### config.mk
export PLATFORM = sky130hd
export DESIGN_NAME = adc_channel_clock_control
export DESIGN_NICKNAME = d
export VERILOG_FILES = /design/src/adc_ctl_pkg.sv /design/src/adc_channel_clock_control.sv /design/src/adc_channel_decode.sv /design/src/adc_clock_prescaler.sv
export VERILOG_INCLUDE_DIRS = /design/src
export SDC_FILE = /design/constraint.sdc
export NUM_CORES = 1
export LEC_CHECK = 0
export ABC_CLOCK_PERIOD_IN_PS = 3500
export BUFFER_PORTS_ARGS = -buffer_cell sky130_fd_sc_hd__buf_2
export CORE_UTILIZATION = 24
export CTS_CLUSTER_SIZE = 40
export DETAILED_ROUTE_END_ITERATION = 7
export GPL_TIMING_DRIVEN = 1
export PLACE_DENSITY = 0.42
export SETUP_SLACK_MARGIN = 0.5
export SLEW_MARGIN = 20
export SYNTH_ARGS = -nofsm -noshare
export SYNTH_HDL_FRONTEND = slang
export SYNTH_SLANG_ARGS = --single-unit
### constraint.sdc
create_clock -name clk_sys -period 3.5 [get_ports clk_sys]
set_clock_uncertainty 0.2 [all_clocks]
set_input_delay 0.35 -clock clk_sys [delete_from_list [all_inputs] [get_ports clk_sys]]
set_output_delay 0.35 -clock clk_sys [all_outputs]
set_load 0.02 [all_outputs]
### src/adc_ctl_regs.svh
// register offsets, field positions, reset values and counts of the converter control
// assumes an 8-bit register port addressed by a two-bit word index
// Function
// - channel codes 00h-07h and 08h-0Eh route shared port pins to the converter
// - codes 0Fh-1Ah and 1Ch are unused, 1Bh reserved; results are unknown
// - code 1Dh selects the high reference, code 1Eh the low reference
// - channel code 1Fh powers the whole converter off
// - reset loads all ones into the channel field, so the converter starts off
// - one 8-bit result register, loaded at every completed conversion
// - divide field divides input clock by 1, 2, 4, 8, or 16 when top bit set
// - source bit one picks the bus clock, zero picks the oscillator clock
// - reset selects the oscillator clock as converter clock source
// - conversion takes sixteen converter clocks, starting on first edge after write
// - with interrupts disabled, done flag sets at end, holds until result read
// - continuous bit converts repeatedly; clear bit gives exactly one conversion
`ifndef ADC_CTL_REGS_SVH
`define ADC_CTL_REGS_SVH

`define OFS_STATUS_CTL 2'h0
`define OFS_RESULT     2'h1
`define OFS_CLOCK_SEL  2'h2

`define BIT_DONE       7
`define BIT_IRQ_EN     6
`define BIT_CONT       5
`define CHAN_MSB       4
`define DIV_MSB        7
`define DIV_LSB        5
`define BIT_SRC_BUS    4

`define CHAN_OFF       5'h1F
`define CHAN_LAST_PIN  5'h0E
`define CHAN_RESERVED  5'h1B
`define CHAN_REF_HIGH  5'h1D
`define CHAN_REF_LOW   5'h1E
`define PIN_COUNT      15

`define RST_DIV        3'h0
`define RST_SRC_BUS    1'b0
`define DIV_TOP_LAST   4'hF
`define SAR_SEED       8'h80

`define RESULT_W       8
`define CONV_CLOCKS    16

`endif
### src/adc_ctl_pkg.sv
// types shared by the converter control block
// assumes the constants header is on the include path
`include "adc_ctl_regs.svh"

package adc_ctl_pkg;

   typedef enum logic [1:0] {
      ST_OFF,
      ST_IDLE,
      ST_ARMED,
      ST_CONVERT
   } convState_t;

   typedef struct packed {
      logic [`PIN_COUNT-1:0] pinSel;
      logic                  refHigh;
      logic                  refLow;
      logic                  powerOff;
      logic                  noInput;
   } chanRoute_t;

   typedef struct packed {
      logic [1:0] addr;
      logic [7:0] wrData;
      logic       wr;
      logic       rd;
   } regReq_t;

endpackage

### src/adc_channel_clock_control.sv
// converter control: register port, channel routing, conversion sequencer and
// successive approximation register
// assumes compHigh and oscClk are synchronous to clk_sys and that register
// strobes are single-cycle and never high together
//
// The address map and the strobed register port were decided locally.
`timescale 1ns/10ps
`include "adc_ctl_regs.svh"

module adc_channel_clock_control #(
   parameter int CONV_CLOCKS = `CONV_CLOCKS
) (
   input  wire logic                    clk_sys,
   input  wire logic                    sys_rst,
   input  wire adc_ctl_pkg::regReq_t    regReq,
   output      logic [7:0]              rdData,
   input  wire logic                    oscClk,
   input  wire logic                    compHigh,
   output      adc_ctl_pkg::chanRoute_t muxRoute,
   output      logic                    sampleHold,
   output      logic [`RESULT_W-1:0]    sarCode,
   output      logic                    busy
);
   import adc_ctl_pkg::*;

   localparam int               CYC_W     = $clog2(CONV_CLOCKS);
   localparam logic [CYC_W-1:0] LAST_CYC  = CYC_W'(CONV_CLOCKS - 1);
   localparam logic [CYC_W-1:0] SAR_FIRST = CYC_W'(CONV_CLOCKS - `RESULT_W);
   localparam logic [CYC_W-1:0] SEED_CYC  = CYC_W'(CONV_CLOCKS - `RESULT_W - 1);

   // a sampling phase must precede the result bits and the bit index is 3 bits wide
   if (CONV_CLOCKS < `RESULT_W + 2 || CONV_CLOCKS > 64) begin : g_badClocks
      $error("CONV_CLOCKS out of the range the sequencer can serve");
   end

   convState_t           state_q;
   convState_t           state_d;
   logic [CYC_W-1:0]     cyc_q;
   logic [CYC_W-1:0]     cyc_d;
   logic [`CHAN_MSB:0]   chan_q;
   logic                 cont_q;
   logic                 irqEn_q;
   logic [2:0]           divCode_q;
   logic                 srcBus_q;
   logic [`RESULT_W-1:0] result_q;
   logic [`RESULT_W-1:0] trial_q;
   logic                 done_q;
   logic [7:0]           rdData_q;
   chanRoute_t           route;
   chanRoute_t           route_q;
   logic                 convTick;

   function automatic logic [`RESULT_W-1:0] sarStep(
      input logic [`RESULT_W-1:0] trial,
      input logic [2:0]           idx,
      input logic                 keep
   );
      logic [`RESULT_W-1:0] t;
      t      = trial;
      t[idx] = keep;
      if (idx != 3'h0) begin
         t[idx - 3'h1] = 1'b1;
      end
      return t;
   endfunction

   // register port decode
   wire wrStatus = regReq.wr && (regReq.addr == `OFS_STATUS_CTL);
   wire wrClock  = regReq.wr && (regReq.addr == `OFS_CLOCK_SEL);
   wire rdResult = regReq.rd && (regReq.addr == `OFS_RESULT);
   wire newOff   = (regReq.wrData[`CHAN_MSB:0] == `CHAN_OFF);

   // sequencer events; a status write in the same cycle aborts the conversion
   wire inConv   = (state_q == ST_CONVERT);
   wire lastEdge = inConv && convTick && (cyc_q == LAST_CYC);
   wire complete = lastEdge && !wrStatus;
   wire seedEdge = inConv && convTick && (cyc_q == SEED_CYC) && !wrStatus;
   wire sarEdge  = inConv && convTick && (cyc_q >= SAR_FIRST) && !wrStatus;

   wire [2:0]           bitIdx  = 3'(LAST_CYC - cyc_q);
   wire [`RESULT_W-1:0] sarNext = sarStep(trial_q, bitIdx, compHigh);

   // done is hidden while the interrupt enable is set
   wire       doneSeen   = done_q && !irqEn_q;
   wire [7:0] statusView = {doneSeen, irqEn_q, cont_q, chan_q};
   wire [7:0] clockView  = {divCode_q, srcBus_q, 4'h0};
   wire [7:0] readMux    = (regReq.addr == `OFS_STATUS_CTL) ? statusView :
                           (regReq.addr == `OFS_RESULT)     ? result_q   :
                           (regReq.addr == `OFS_CLOCK_SEL)  ? clockView  : 8'h00;

   assign rdData     = rdData_q;
   assign muxRoute   = route_q;
   assign sarCode    = trial_q;
   assign busy       = (state_q == ST_ARMED) || inConv;
   assign sampleHold = inConv && (cyc_q < SAR_FIRST);

   adc_clock_prescaler u_prescaler (
      .clk_sys  (clk_sys),
      .sys_rst  (sys_rst),
      .oscClk   (oscClk),
      .enable   (!route_q.powerOff),
      .srcBus   (srcBus_q),
      .divCode  (divCode_q),
      .convTick (convTick)
   );

   adc_channel_decode u_decode (
      .chanCode (chan_q),
      .route    (route)
   );

   // sequencer next state
   always_comb begin
      state_d = state_q;
      cyc_d   = cyc_q;
      if (wrStatus) begin
         state_d = newOff ? ST_OFF : ST_ARMED;
         cyc_d   = '0;
      end else begin
         unique case (state_q)
            ST_OFF, ST_IDLE: begin
               state_d = state_q;
            end
            ST_ARMED: begin
               if (convTick) begin
                  state_d = ST_CONVERT;
                  cyc_d   = CYC_W'(1);
               end
            end
            ST_CONVERT: begin
               if (convTick) begin
                  cyc_d = cyc_q + CYC_W'(1);
               end
               if (lastEdge) begin
                  state_d = cont_q ? ST_ARMED : ST_IDLE;
                  cyc_d   = '0;
               end
            end
         endcase
      end
   end

   always_ff @(posedge clk_sys or posedge sys_rst) begin
      if (sys_rst) begin
         state_q <= ST_OFF;
         cyc_q   <= '0;
      end else begin
         state_q <= state_d;
         cyc_q   <= cyc_d;
      end
   end

   always_ff @(posedge clk_sys or posedge sys_rst) begin
      if (sys_rst) begin
         chan_q  <= `CHAN_OFF;
         cont_q  <= 1'b0;
         irqEn_q <= 1'b0;
      end else if (wrStatus) begin
         chan_q  <= regReq.wrData[`CHAN_MSB:0];
         cont_q  <= regReq.wrData[`BIT_CONT];
         irqEn_q <= regReq.wrData[`BIT_IRQ_EN];
      end
   end

   always_ff @(posedge clk_sys or posedge sys_rst) begin
      if (sys_rst) begin
         divCode_q <= `RST_DIV;
         srcBus_q  <= `RST_SRC_BUS;
      end else if (wrClock) begin
         divCode_q <= regReq.wrData[`DIV_MSB:`DIV_LSB];
         srcBus_q  <= regReq.wrData[`BIT_SRC_BUS];
      end
   end

   // registered routing; the power-off code also stops the prescaler
   always_ff @(posedge clk_sys or posedge sys_rst) begin
      if (sys_rst) begin
         route_q <= '0;
         route_q.powerOff <= 1'b1;
      end else begin
         route_q <= route;
      end
   end

   // successive approximation: seed the top bit, then decide one bit per edge
   always_ff @(posedge clk_sys or posedge sys_rst) begin
      if (sys_rst) begin
         trial_q <= '0;
      end else if (wrStatus) begin
         trial_q <= '0;
      end else if (seedEdge) begin
         trial_q <= `SAR_SEED;
      end else if (sarEdge) begin
         trial_q <= sarNext;
      end
   end

   always_ff @(posedge clk_sys or posedge sys_rst) begin
      if (sys_rst) begin
         result_q <= '0;
      end else if (complete) begin
         result_q <= sarNext;
      end
   end

   // done until read; a completion beside a read keeps the flag set
   always_ff @(posedge clk_sys or posedge sys_rst) begin
      if (sys_rst) begin
         done_q <= 1'b0;
      end else if (complete && !irqEn_q) begin
         done_q <= 1'b1;
      end else if (rdResult) begin
         done_q <= 1'b0;
      end
   end

   // read data stand only in the cycle after the strobe
   always_ff @(posedge clk_sys or posedge sys_rst) begin
      if (sys_rst) begin
         rdData_q <= 8'h00;
      end else begin
         rdData_q <= regReq.rd ? readMux : 8'h00;
      end
   end
endmodule

### src/adc_channel_decode.sv
// channel code to analog routing decoder
// assumes the caller registers the route before it reaches the analog switches
`timescale 1ns/10ps
`include "adc_ctl_regs.svh"

module adc_channel_decode (
   input  wire logic [`CHAN_MSB:0]     chanCode,
   output      adc_ctl_pkg::chanRoute_t route
);
   import adc_ctl_pkg::*;

   function automatic chanRoute_t decodeChan(input logic [`CHAN_MSB:0] code);
      chanRoute_t r;
      r = '0;
      if (code <= `CHAN_LAST_PIN) begin
         r.pinSel[code[3:0]] = 1'b1;
      end
      r.refHigh  = (code == `CHAN_REF_HIGH);
      r.refLow   = (code == `CHAN_REF_LOW);
      r.powerOff = (code == `CHAN_OFF);
      // unused and reserved: converter still runs, nothing is connected
      r.noInput  = (code > `CHAN_LAST_PIN) && !r.refHigh && !r.refLow && !r.powerOff;
      return r;
   endfunction

   assign route = decodeChan(chanCode);

endmodule

### src/adc_clock_prescaler.sv
// converter clock source select and prescaler, producing one tick per converter edge
// assumes oscClk is sampled by clk_sys and runs below half its rate
`timescale 1ns/10ps
`include "adc_ctl_regs.svh"

module adc_clock_prescaler (
   input  wire logic       clk_sys,
   input  wire logic       sys_rst,
   input  wire logic       oscClk,
   input  wire logic       enable,
   input  wire logic       srcBus,
   input  wire logic [2:0] divCode,
   output      logic       convTick
);
   logic       oscPrev_q;
   logic [3:0] cnt_q;

   function automatic logic [3:0] lastIndex(input logic [2:0] code);
      if (code[2]) begin
         return `DIV_TOP_LAST;
      end
      return 4'((5'h01 << code[1:0]) - 5'h01);
   endfunction

   wire       srcTick = srcBus ? 1'b1 : (oscClk && !oscPrev_q);
   wire [3:0] lastIdx = lastIndex(divCode);
   wire       wrapNow = (cnt_q >= lastIdx);

   assign convTick = enable && srcTick && wrapNow;

   always_ff @(posedge clk_sys or posedge sys_rst) begin
      if (sys_rst) begin
         oscPrev_q <= 1'b0;
         cnt_q     <= 4'h0;
      end else begin
         oscPrev_q <= oscClk;
         // a powered-off converter clears the divider so its clock stands still
         if (!enable) begin
            cnt_q <= 4'h0;
         end else if (srcTick) begin
            cnt_q <= wrapNow ? 4'h0 : cnt_q + 4'h1;
         end
      end
   end
endmodule

# [After elaboration in Yosys (flattened, before gate mapping)]
# Cells that the tools add are included.
[op_classes] bitwise=1 mux=36 n_reduce_logical=40 n_shift=1 n_lt_le_gt_ge=11 eq_ne=15 n_addsub=5
[op_table] cell="8-bit two-way mux" count=8
[op_table] cell="4-bit two-way mux" count=9
[op_table] cell="1-bit logical AND" count=22
[op_table] cell="5-bit equality test, second input constant" count=4
[op_table] cell="15-bit two-way mux" count=1
[op_table] cell="2-bit two-way mux" count=5
[op_table] cell="3-bit nonzero test" count=3
[op_table] cell="4-bit by 1-bit adder with 4-bit output, second input constant" count=2
[op_table] cell="8-bit bitwise mux" count=1
[op_table] cell="3-bit by 4-bit less-than comparator with 1-bit output, second input constant" count=2
[op_table] cell="8-bit bitwise OR" count=1
[op_table] cell="4-bit case mux with 2 select lines" count=1
[op_table] cell="1-bit zero test" count=7
[op_table] cell="1-bit two-way mux" count=7
[op_table] cell="1-bit demux with 3-bit select" count=2
[op_table] cell="2-bit equality test, second input constant" count=3
[op_table] cell="3-bit by 1-bit >= comparator with 1-bit output, second input constant" count=2
[op_table] cell="3-bit AND reduction" count=2
[op_table] cell="5-bit by 4-bit > comparator with 1-bit output, second input constant" count=1
[op_table] cell="5-bit by 4-bit <= comparator with 1-bit output, second input constant" count=1
[op_table] cell="4-bit by 5-bit less-than comparator with 1-bit output, second input constant" count=1
[op_table] cell="1-bit demux with 4-bit select" count=1
[op_table] cell="2-bit by 1-bit equality test with 1-bit output, second input constant" count=2
[op_table] cell="4-bit by 3-bit equality test with 1-bit output, second input constant" count=1
[op_table] cell="18 further kinds" count=20
[word_totals] out_inout_bits=37 wordCells=127 in_bits=16 register_bits=66

# [Longest topological paths before layout]
# Gate-level depths: netlist of run 1.
[logic_depth] depth_word=11 depth_mapped=7 ltp_nobuf=7

# [Cells and area by module]
# From an unflattened synthesis of run 1, not the netlist that was laid out.
[hier_totals] cells_unflattened=334 area_unflattened_um2=3299.4
[by_module_without_submodules] mod="adc_channel_clock_control" cells_per_inst=262 area_each_um2=2723.9 instances=1 seq_area_each_um2=1534.0
[by_module_without_submodules] mod="adc_clock_prescaler" cells_per_inst=44 area_each_um2=414.1 instances=1 seq_area_each_um2=125.1
[by_module_without_submodules] mod="adc_channel_decode" cells_per_inst=28 area_each_um2=161.4 instances=1 seq_area_each_um2=0.0

# [Worst setup path after synthesis of run 1]
# No wires, ideal clock.
[synth_path] path_type="reg-to-reg" start="reg divCode_q[0]" end="reg cyc_q[2]" arrival_time_ps=2106 path_slack_ps=1069 path_buffers=0 stages_incl_launch_ff=8 period_less_slack_ps=2431 path_cell_list="dfrtp_1 > or3_1 > ha_1 > nor2b_4 > o21a_4 > nor4b_4 > nor2_2 > mux2_4"
[synth_between] elab_chain_len=10 word_cells_on_any_way=13
[synth_rtl] item="from (decl)" line_no="adc_channel_clock_control.sv:43" text="logic [2:0] divCode_q;"
[synth_rtl] item="from (signal assigned)" line_no="adc_channel_clock_control.sv:167" text="divCode_q <= `RST_DIV;"
[synth_rtl] item="from (signal assigned)" line_no="adc_channel_clock_control.sv:170" text="divCode_q <= regReq.wrData[`DIV_MSB:`DIV_LSB];"
[synth_rtl] item="1-bit by 2-bit << shifter with 4-bit output (*)" line_no="adc_clock_prescaler.sv:22" text="return 4'((5'h01 << code[1:0]) - 5'h01);"
[synth_rtl] item="4-bit by 1-bit subtractor with 4-bit output (*)" line_no="adc_clock_prescaler.sv:22"
[synth_rtl] item="4-bit two-way mux (*)" line_no="adc_clock_prescaler.sv:22"
[synth_rtl] item="4-bit >= comparator (*)" line_no="adc_clock_prescaler.sv:27" text="wire wrapNow = (cnt_q >= lastIdx);"
[synth_rtl] item="1-bit logical AND (*)" line_no="adc_clock_prescaler.sv:29" text="assign convTick = enable && srcTick && wrapNow;"
[synth_rtl] item="1-bit logical AND (2 in a row)" line_no="adc_channel_clock_control.sv:75" text="wire lastEdge = inConv && convTick && (cyc_q == LAST_CYC);"
[synth_rtl] item="4-bit two-way mux" line_no="adc_channel_clock_control.sv:134" text="if (lastEdge) begin"
[synth_rtl] item="4-bit case mux with 2 select lines" line_no="adc_channel_clock_control.sv:120" text="unique case (state_q)"
[synth_rtl] item="4-bit two-way mux" line_no="adc_channel_clock_control.sv:116" text="if (wrStatus) begin"
[synth_rtl] item="to (signal assigned)" line_no="adc_channel_clock_control.sv:149" text="cyc_q <= cyc_d;"
[synth_rtl] item="to (decl)" line_no="adc_channel_clock_control.sv:38" text="logic [CYC_W-1:0] cyc_q;"
# Every way passes the cells marked *; elsewhere a longest branch is shown, timed or not.
# A chain may end at the register's enable or synchronous reset.

# [Worst setup path after layout of run 1]
[layout_path] start="reg divCode_q[0]" end="reg trial_q[7] (netlist: sarCode[7])"
[layout_between] elab_chain_len=10 word_cells_on_any_way=13
[layout_rtl] item="1-bit by 2-bit << shifter with 4-bit output (*)" line_no="adc_clock_prescaler.sv:22"
[layout_rtl] item="4-bit by 1-bit subtractor with 4-bit output (*)" line_no="adc_clock_prescaler.sv:22"
[layout_rtl] item="4-bit two-way mux (*)" line_no="adc_clock_prescaler.sv:22"
[layout_rtl] item="4-bit >= comparator (*)" line_no="adc_clock_prescaler.sv:27"
[layout_rtl] item="1-bit logical AND (*)" line_no="adc_clock_prescaler.sv:29"
[layout_rtl] item="1-bit logical AND (*)" line_no="adc_channel_clock_control.sv:77, adc_channel_clock_control.sv:78"
[layout_rtl] item="1-bit logical AND (2 in a row)" line_no="adc_channel_clock_control.sv:77" text="wire seedEdge = inConv && convTick && (cyc_q == SEED_CYC) && !wrStatus;"
[layout_rtl] item="8-bit two-way mux" line_no="adc_channel_clock_control.sv:191" text="end else if (seedEdge) begin"
[layout_rtl] item="8-bit two-way mux" line_no="adc_channel_clock_control.sv:189" text="end else if (wrStatus) begin"
[layout_rtl] item="to (signal assigned)" line_no="adc_channel_clock_control.sv:192" text="trial_q <= `SAR_SEED;"
[layout_rtl] item="to (signal assigned)" line_no="adc_channel_clock_control.sv:194" text="trial_q <= sarNext;"
[layout_rtl] item="to (decl)" line_no="adc_channel_clock_control.sv:46" text="logic [`RESULT_W-1:0] trial_q;"
# Marked as above.

==> results of run 1 <==
worst max-delay path, stage by stage (launching register included):
cell,delay (ns)
dfrtp_1,0.40
or3_1,0.38
ha_1,0.32
nor2b_4,0.05
o21ai_0,0.30
nand4b_1,0.43
a221oi_1,0.40
state kept, by name, indices dropped and copies added (netlist names), 2 cells and up:
name               flops
rdData                 8
result_q               8
sarCode                8
chan_q                 5
divCode_q              3
u_prescaler.cnt_q      4
state_q                2
cyc_q                  4
muxRoute              19
worst max-delay path by stage:
stage	slack, ns	to
floorplan	1.07	cyc_q[2]
global placement	0.91	sarCode[6]
detailed placement	0.91	sarCode[7]
CTS	0.91	sarCode[7]
global route	0.75	sarCode[0]
finish	0.92	sarCode[7]
through the flow:
stage,area [µm²],power [W],instances,setup slack (ns),hold slack (ns)
after floorplan,3110,0.00165,282,1.07,0.181
after global placement,3550,0.00188,498,0.906,0.223
after global routing,3860,0.00291,516,0.750,0.0596
after CTS,3860,0.00276,516,0.905,0.0600
final,3860,0.00271,516,0.923,0.0698
after detailed placement,3550,0.00188,498,0.915,0.222
cells in the final DEF (no fill, tap or decap), types with 2 or more instances in the layout:
cell           netlist  final
a21oi_1              7      7
a22oi_1              7      7
a31oi_1              3      3
and2_1               4      4
and3_1               2      2
and4_1               2      2
buf_2                3     52
buf_4                0      2
clkbuf_16            0      9
clkinv_4             0      3
dfrtp_1             60     60
dfstp_2              6      6
dlygate4sd3_1        0      2
ha_1                 7      7
inv_1                9      8
inv_6                0      2
mux2_2              19     19
mux2i_1             12     12
nand2_1             14     14
nand2b_1             6      6
nand3_1              5      5
nand3b_1             2      2
nor2_1              36     36
nor2b_1              5      5
nor3_1              11     11
nor3b_1              3      3
nor4b_4              2      2
o21ai_0             25     25
or3_1                3      3
cell families (layout without fill, tap and decap cells):
logic type               Yosys count  in the layout
multiplexers                      32             32
AND/OR/NAND/NOR                  106            106
buffers and inverters             19             81
adder cells (fa/ha/maj)            7              7
flip-flops                        66             66
AO/OA/AOI/OAI                     52             52
final cells by class:
cell class              instances  area share (%)
repair buffers                 56            7.64
inverters                       9           0.875
clock buffers                   9            5.83
clock inverters                 7            1.62
well taps                     172            5.57
flip-flops and latches         66            43.0
multi-input cells             197            35.5
per-layer routing:
| layer | wire length (µm) | global-route usage [%] |
|---|---|---|
| met5 | 0 | 0 |
| met3 | 229 | 2.88 |
| met4 | 119 | 5.13 |
| met1 | 3770 | 17.4 |
| met2 | 3540 | 19.1 |
power by group through the flow:
| stage | Clock [W] | Combinational (W) | Sequential [W] |
|---|---|---|---|
| after floorplan | 0 | 0.000612 | 0.00104 |
| after detailed placement | 0 | 0.000808 | 0.00107 |
| after global placement | 0 | 0.000809 | 0.00107 |
| after global routing | 0.000919 | 0.000911 | 0.00108 |
| final | 0.000860 | 0.000799 | 0.00105 |
| after CTS | 0.000888 | 0.000813 | 0.00106 |
==> results.py, run 1 <==
metrics = {
    "logic_synthesis": {
        "synth_seq_cells": 66,
        "async_reset_ff_share_pct": 100,
        "yosys.area.top_type": "dfrtp_1",
        "syn_nets": 305,
        "avgSynthCellArea_um2": 11.0,
        "synth_top_family_by_area": "simple AND/OR/NAND/NOR gates",
        "yosys_warnings": 0,
        "synthMuxAreaShare_pct": 11.2,
        "synth.distinct_cells": 47,
        "ys_seq_area_share_pct": 53.4,
        "yosys.area_share.simple_pct": 19.7,
        "netlist_area_mm2": 0.00311,
        "synth_common_cells": "dfrtp_1, nor2_1, o21ai_0",
        "ys.flop_type": "dfrtp_1",
        "synth_edf_count": 0,
        "synthXorXnorAreaFrac_pct": 0,
        "yosys.area_share.adder_pct": 2.82,
        "synth_compound_area_share_pct": 10.4,
        "yosysTopAreaCellShare_pct": 48.3,
        "yosysMostFrequentCell": "dfrtp_1",
        "syn-instance-count": 282,
        "synth_area_leaders": "dfrtp_1, mux2_2, dfstp_2",
    },
    "floorplanning": {
        "dieArea_mm2": 0.0134,
        "num_rows": 41,
        "io_pins": 53,
        "die_x_um": 116,
        "die_h_um": 116,
        "initial_core_util_pct": 24.6,
        "core_area_mm2": 0.0126,
    },
    "sta": {
        "tns_ns": 0,
        "finalMaxSlewViolations": 0,
        "finalSetupViolCount": 0,
        "clock.fmax_mhz": 388,
        "hold_viol": 0,
        "rsz0062_at_grt": "no",
        "worstMarginPinSlew_ns": 0.579,
        "slew_headroom_pct": 61.1,
        "post-route-period-util_pct": 73.6,
        "timing.final.crit_period_ns": 2.58,
    },
    "global_routing": {
        "track_usage_pct": 12.6,
        "grt_max_degree": 45,
        "grt_pass1_vias": 2328,
        "grt_pass1_wl_mm": 12.6,
        "grt_overflow_total": 0,
        "antenna_found_initial": 0,
    },
    "worst_setup_path": {
        "r2r-start": "divCode_q[0]",
        "critPathRequiredTime_ns": 3.53,
        "criticalPathCategory": "reg -> reg",
        "arrival_ns": 2.60,
        "worstSetupStartpointType": "flip-flop",
        "startpoint": "divCode_q[0]",
        "cp-end-kind": "flip-flop",
        "cp_max_fo": 8,
        "timing.rr.end": "sarCode[7]",
        "worstRegToRegCells": 6,
        "rrSetupSlack_ns": 0.92,
    },
    "power_and_ir_drop": {
        "switching_share_pct": 36.9,
        "peakVddDrop_mv": 0.270,
        "p_comb_share_pct": 29.5,
        "clockPowerShare_pct": 31.7,
        "power.density_mw_per_mm2": 702,
        "pwr-share-seq_pct": 38.8,
        "p_leak_nw": 1.85,
        "p_int_w": 0.00171,
        "switchingPower_w": 0.00100,
    },
    "hold_path": {
        "worstHoldStart": "regReq[2]",
        "hp-class": "in -> reg",
        "holdPathEnd": "chan_q[0]",
        "worstHoldPathCells": 2,
    },
    "clock_network": {
        "numCtsBuffers": 9,
        "cts.htree.levels": 3,
        "clkTransAtPathRegs_ns": 0.06,
        "cts_buffer_depth": 2,
        "cts.repair.resized": 0,
        "tritoncts": "done",
        "clock-root-buffer": "clkbuf_16",
        "postCtsSetupBuffers": 0,
        "cts_hold_buf": 2,
        "clock_sinks": 66,
        "clk_latency_ns": 0.33,
    },
    "placed_design": {
        "port_buffers": 52,
        "hpwl_mm": 5.51,
        "gp_congestion": 0.735,
    },
    "route": {
        "vias": 2287,
        "drt-initial-drc-count": 76,
        "wl_per_cell_um": 14.8,
        "via_per_inst": 4.43,
        "drc": 0,
        "antenna_left": 0,
        "firstDrtPassIters": 5,
        "routed_wl_mm": 7.66,
    },
    "flow_run": {
        "drv_cap": 0,
    },
    "layout": {
        "seqCellArea_mm2": 0.00166,
        "n_antenna_cell": 0,
        "post-route-util_pct": 30.6,
        "multi_input_area_mm2": 0.00137,
        "fillCellCount": 1354,
        "num-nets-final": 362,
        "synthToLayoutAreaGrowth_pct": 24.4,
        "drive_above_1_share_pct": 31.7,
    },
    "run_status": {
        "outcome": "complete, no violations",
    },
}
Note: power is estimated with default switching activity, not from simulation.
==> inputs of run 2 (changes only) <==
--- a/config.mk
+++ b/config.mk
@@ -6,13 +6,13 @@
 export SDC_FILE = /design/constraint.sdc
 export NUM_CORES = 1
 export LEC_CHECK = 0
-export ABC_CLOCK_PERIOD_IN_PS = 3500
+export ABC_CLOCK_PERIOD_IN_PS = 2200
 export BUFFER_PORTS_ARGS = -buffer_cell sky130_fd_sc_hd__buf_2
 export CORE_UTILIZATION = 24
 export CTS_CLUSTER_SIZE = 40
 export DETAILED_ROUTE_END_ITERATION = 7
 export GPL_TIMING_DRIVEN = 1
-export PLACE_DENSITY = 0.42
+export PLACE_DENSITY = 0.43
 export SETUP_SLACK_MARGIN = 0.5
 export SLEW_MARGIN = 20
 export SYNTH_ARGS = -nofsm -noshare
==> constraint.sdc (replaced) <==
create_clock -name clk_sys -period 2.2 [get_ports clk_sys]
set_clock_uncertainty 0.2 [all_clocks]
set_input_delay 0.22 -clock clk_sys [delete_from_list [all_inputs] [get_ports clk_sys]]
set_output_delay 0.22 -clock clk_sys [all_outputs]
set_load 0.02 [all_outputs]
==> run 2 against run 1 <==
Compared with the run above:
- the run now ends with setup timing left
- critical path type unchanged
- non-clock buffer count rose by 30
- critical path depth rose by 2
- first-iteration DRC count rose by 93%
- count of clock-buffer cells in the layout rose by 1
- largest power group is now combinational cells
- clock power rose by 70%
- via count rose by 5.0%
- sequential share of layout area fell by 4.0 points
==> results.py, run 2 (synthesized netlist as in run 1, its figures left out) <==
metrics = {
    "run_status": {
        "outcome": "finished, violations left",
        "violations": "setup timing",
    },
    "clock_network": {
        "clock_sinks": 66,
        "clock-root-buffer": "clkbuf_16",
        "cts_buffer_depth": 2,
        "clkTransAtPathRegs_ns": 0.05,
        "tritoncts": "done",
        "numCtsBuffers": 9,
        "clk_latency_ns": 0.33,
        "cts.htree.levels": 3,
    },
    "worst_setup_path": {
        "startpoint": "divCode_q[0]",
        "worstSetupStartpointType": "flip-flop",
        "critPathRequiredTime_ns": 2.22,
        "criticalPathCategory": "reg -> reg",
        "endpoint": "result_q[0]",
        "rrSetupSlack_ns": -0.20,
        "timing.rr.end": "result_q[0]",
        "cp_max_fo": 5,
        "worstRegToRegCells": 8,
        "r2r-start": "divCode_q[0]",
        "arrival_ns": 2.41,
        "cp-end-kind": "flip-flop",
    },
    "layout": {
        "n_antenna_cell": 0,
        "num-nets-final": 393,
        "drive_above_1_share_pct": 39.2,
        "stdcell_count": 547,
        "fillCellCount": 1343,
        "layout.cells.most_common_list": "dfrtp_1, buf_2, nor2_1, o21ai_0, mux2_2",
        "synthToLayoutAreaGrowth_pct": 37.1,
        "largest_reg_flops": 19,
        "seqCellArea_mm2": 0.00166,
        "final_common_cell": "dfrtp_1",
        "final_cell_area_mm2": 0.00426,
        "multi_input_area_mm2": 0.00147,
    },
    "placed_design": {
        "dp.cells": 518,
        "gp_congestion": 0.729,
        "hpwl_mm": 5.67,
        "port_buffers": 52,
        "placed_area_mm2": 0.00374,
    },
    "power_and_ir_drop": {
        "p_leak_nw": 2.03,
        "peakVddDrop_mv": 0.359,
        "power_w": 0.00475,
        "power.density_mw_per_mm2": 1110,
    },
    "route": {
        "wl_per_cell_um": 14.2,
        "firstDrtPassIters": 4,
        "antenna_left": 0,
        "vias": 2401,
        "via_per_inst": 4.39,
        "drc": 0,
        "routed_wl_mm": 7.77,
        "drt-initial-drc-count": 147,
    },
    "global_routing": {
        "antenna_found_initial": 0,
        "grt_pass1_vias": 2470,
        "track_usage_pct": 12.7,
        "use_met3_pct": 3.40,
        "grt_overflow_total": 0,
        "grt_busiest_layer": "met2",
        "grt_max_degree": 47,
        "grt_pass1_wl_mm": 12.5,
        "grt_util_met1_pct": 16.8,
        "gr-usage-met2_pct": 19.2,
    },
    "sta": {
        "slew_headroom_pct": 62.0,
        "finalMaxSlewViolations": 0,
        "finalSetupViolCount": 24,
        "setup_ws_ns": -0.196,
        "post-route-period-util_pct": 109,
        "timing.final.crit_period_ns": 2.40,
        "clock.fmax_mhz": 417,
        "hold_viol": 0,
        "rsz0062_at_grt": "yes",
        "worstMarginPinSlew_ns": 0.568,
    },
    "floorplanning": {
        "num_rows": 41,
        "core_area_mm2": 0.0126,
        "dieArea_mm2": 0.0134,
        "die_h_um": 116,
        "die_x_um": 116,
        "io_pins": 53,
        "initial_core_util_pct": 24.6,
    },
    "flow_run": {
        "drv_cap": 0,
    },
    "hold_path": {
        "hp-class": "in -> reg",
    },
}
run 2: cell types whose count changed in the layout (fill, tap and decap cells not counted), sizes merged:
cell / delta
inv: -3
nand2: +1
buf: +21
clkinvlp: +1
clkbuf: +1
bufinv: +1
dlygate4sd3: +9
run 2: per-stage QoR:
| stage | setup WS (ns) | utilization, % | hold WS (ns) | setup TNS [ns] |
|---|---|---|---|---|
| floorplan | -0.199 | - | 0.0514 | -1.98 |
| global placement | -0.185 | 29.6 | 0.0876 | -3.40 |
| detailed placement | -0.217 | 29.6 | 0.0932 | -4.11 |
| CTS | -0.210 | 33.3 | 0.0964 | -3.32 |
| global route | -0.288 | 33.7 | 0.142 | -5.62 |
| finish | -0.196 | 33.7 | 0.106 | -3.26 |
run 2: how the worst min path moves through the flow:
stage | slack [ns] | to | start | cells past startpoint
floorplan | 0.05 | u_prescaler.oscPrev_q | oscClk | 0
global placement | 0.09 | u_prescaler.cnt_q[1] | sys_rst | 2
detailed placement | 0.09 | u_prescaler.oscPrev_q | sys_rst | 2
CTS | 0.1 | rdData[4] | regReq[11] | 3
global route | 0.14 | rdData[7] | regReq[11] | 3
finish | 0.11 | rdData[4] | regReq[11] | 3
run 2: repair_timing:
item	CTS	global route
setup endpoints to repair	27	28
hold endpoints to repair	36	0
buffers inserted	1	0
pin swaps	2	7
gates resized for setup	11	11
hold buffers	11	0
gates cloned	1	0
run 2: critical path, cell delays in order, from the launching register on:
cell and delay, ns:
dfrtp_1 0.37, or3_4 0.39, ha_4 0.28, nor2b_4 0.03
o21a_4 0.21, nor4b_4 0.24, buf_6 0.17, nand2_4 0.08
mux2_2 0.30
run 2: cell type report:
class | count | share of cell area, %
clock buffer | 10 | 5.61
clock inverter | 6 | 1.53
inverter | 9 | 0.882
multi-input combinational | 198 | 34.5
sequential | 66 | 39.0
tap | 172 | 5.05
timing repair buffer | 86 | 13.4
run 2: per-layer routing:
metal | wire length [µm] | vias up
met3 | 232 | 13
li1 | - | 1176
met1 | 3810 | 1180
met2 | 3540 | 32
met5 | 0 | -
met4 | 182 | 0
run 2: power by group:
| part | internal (W) | switching (W) | total (W) |
|---|---|---|---|
| combinational | 0.000753 | 0.000933 | 0.00169 |
| sequential | 0.00141 | 0.000187 | 0.00160 |
| clock | 0.000909 | 0.000550 | 0.00146 |
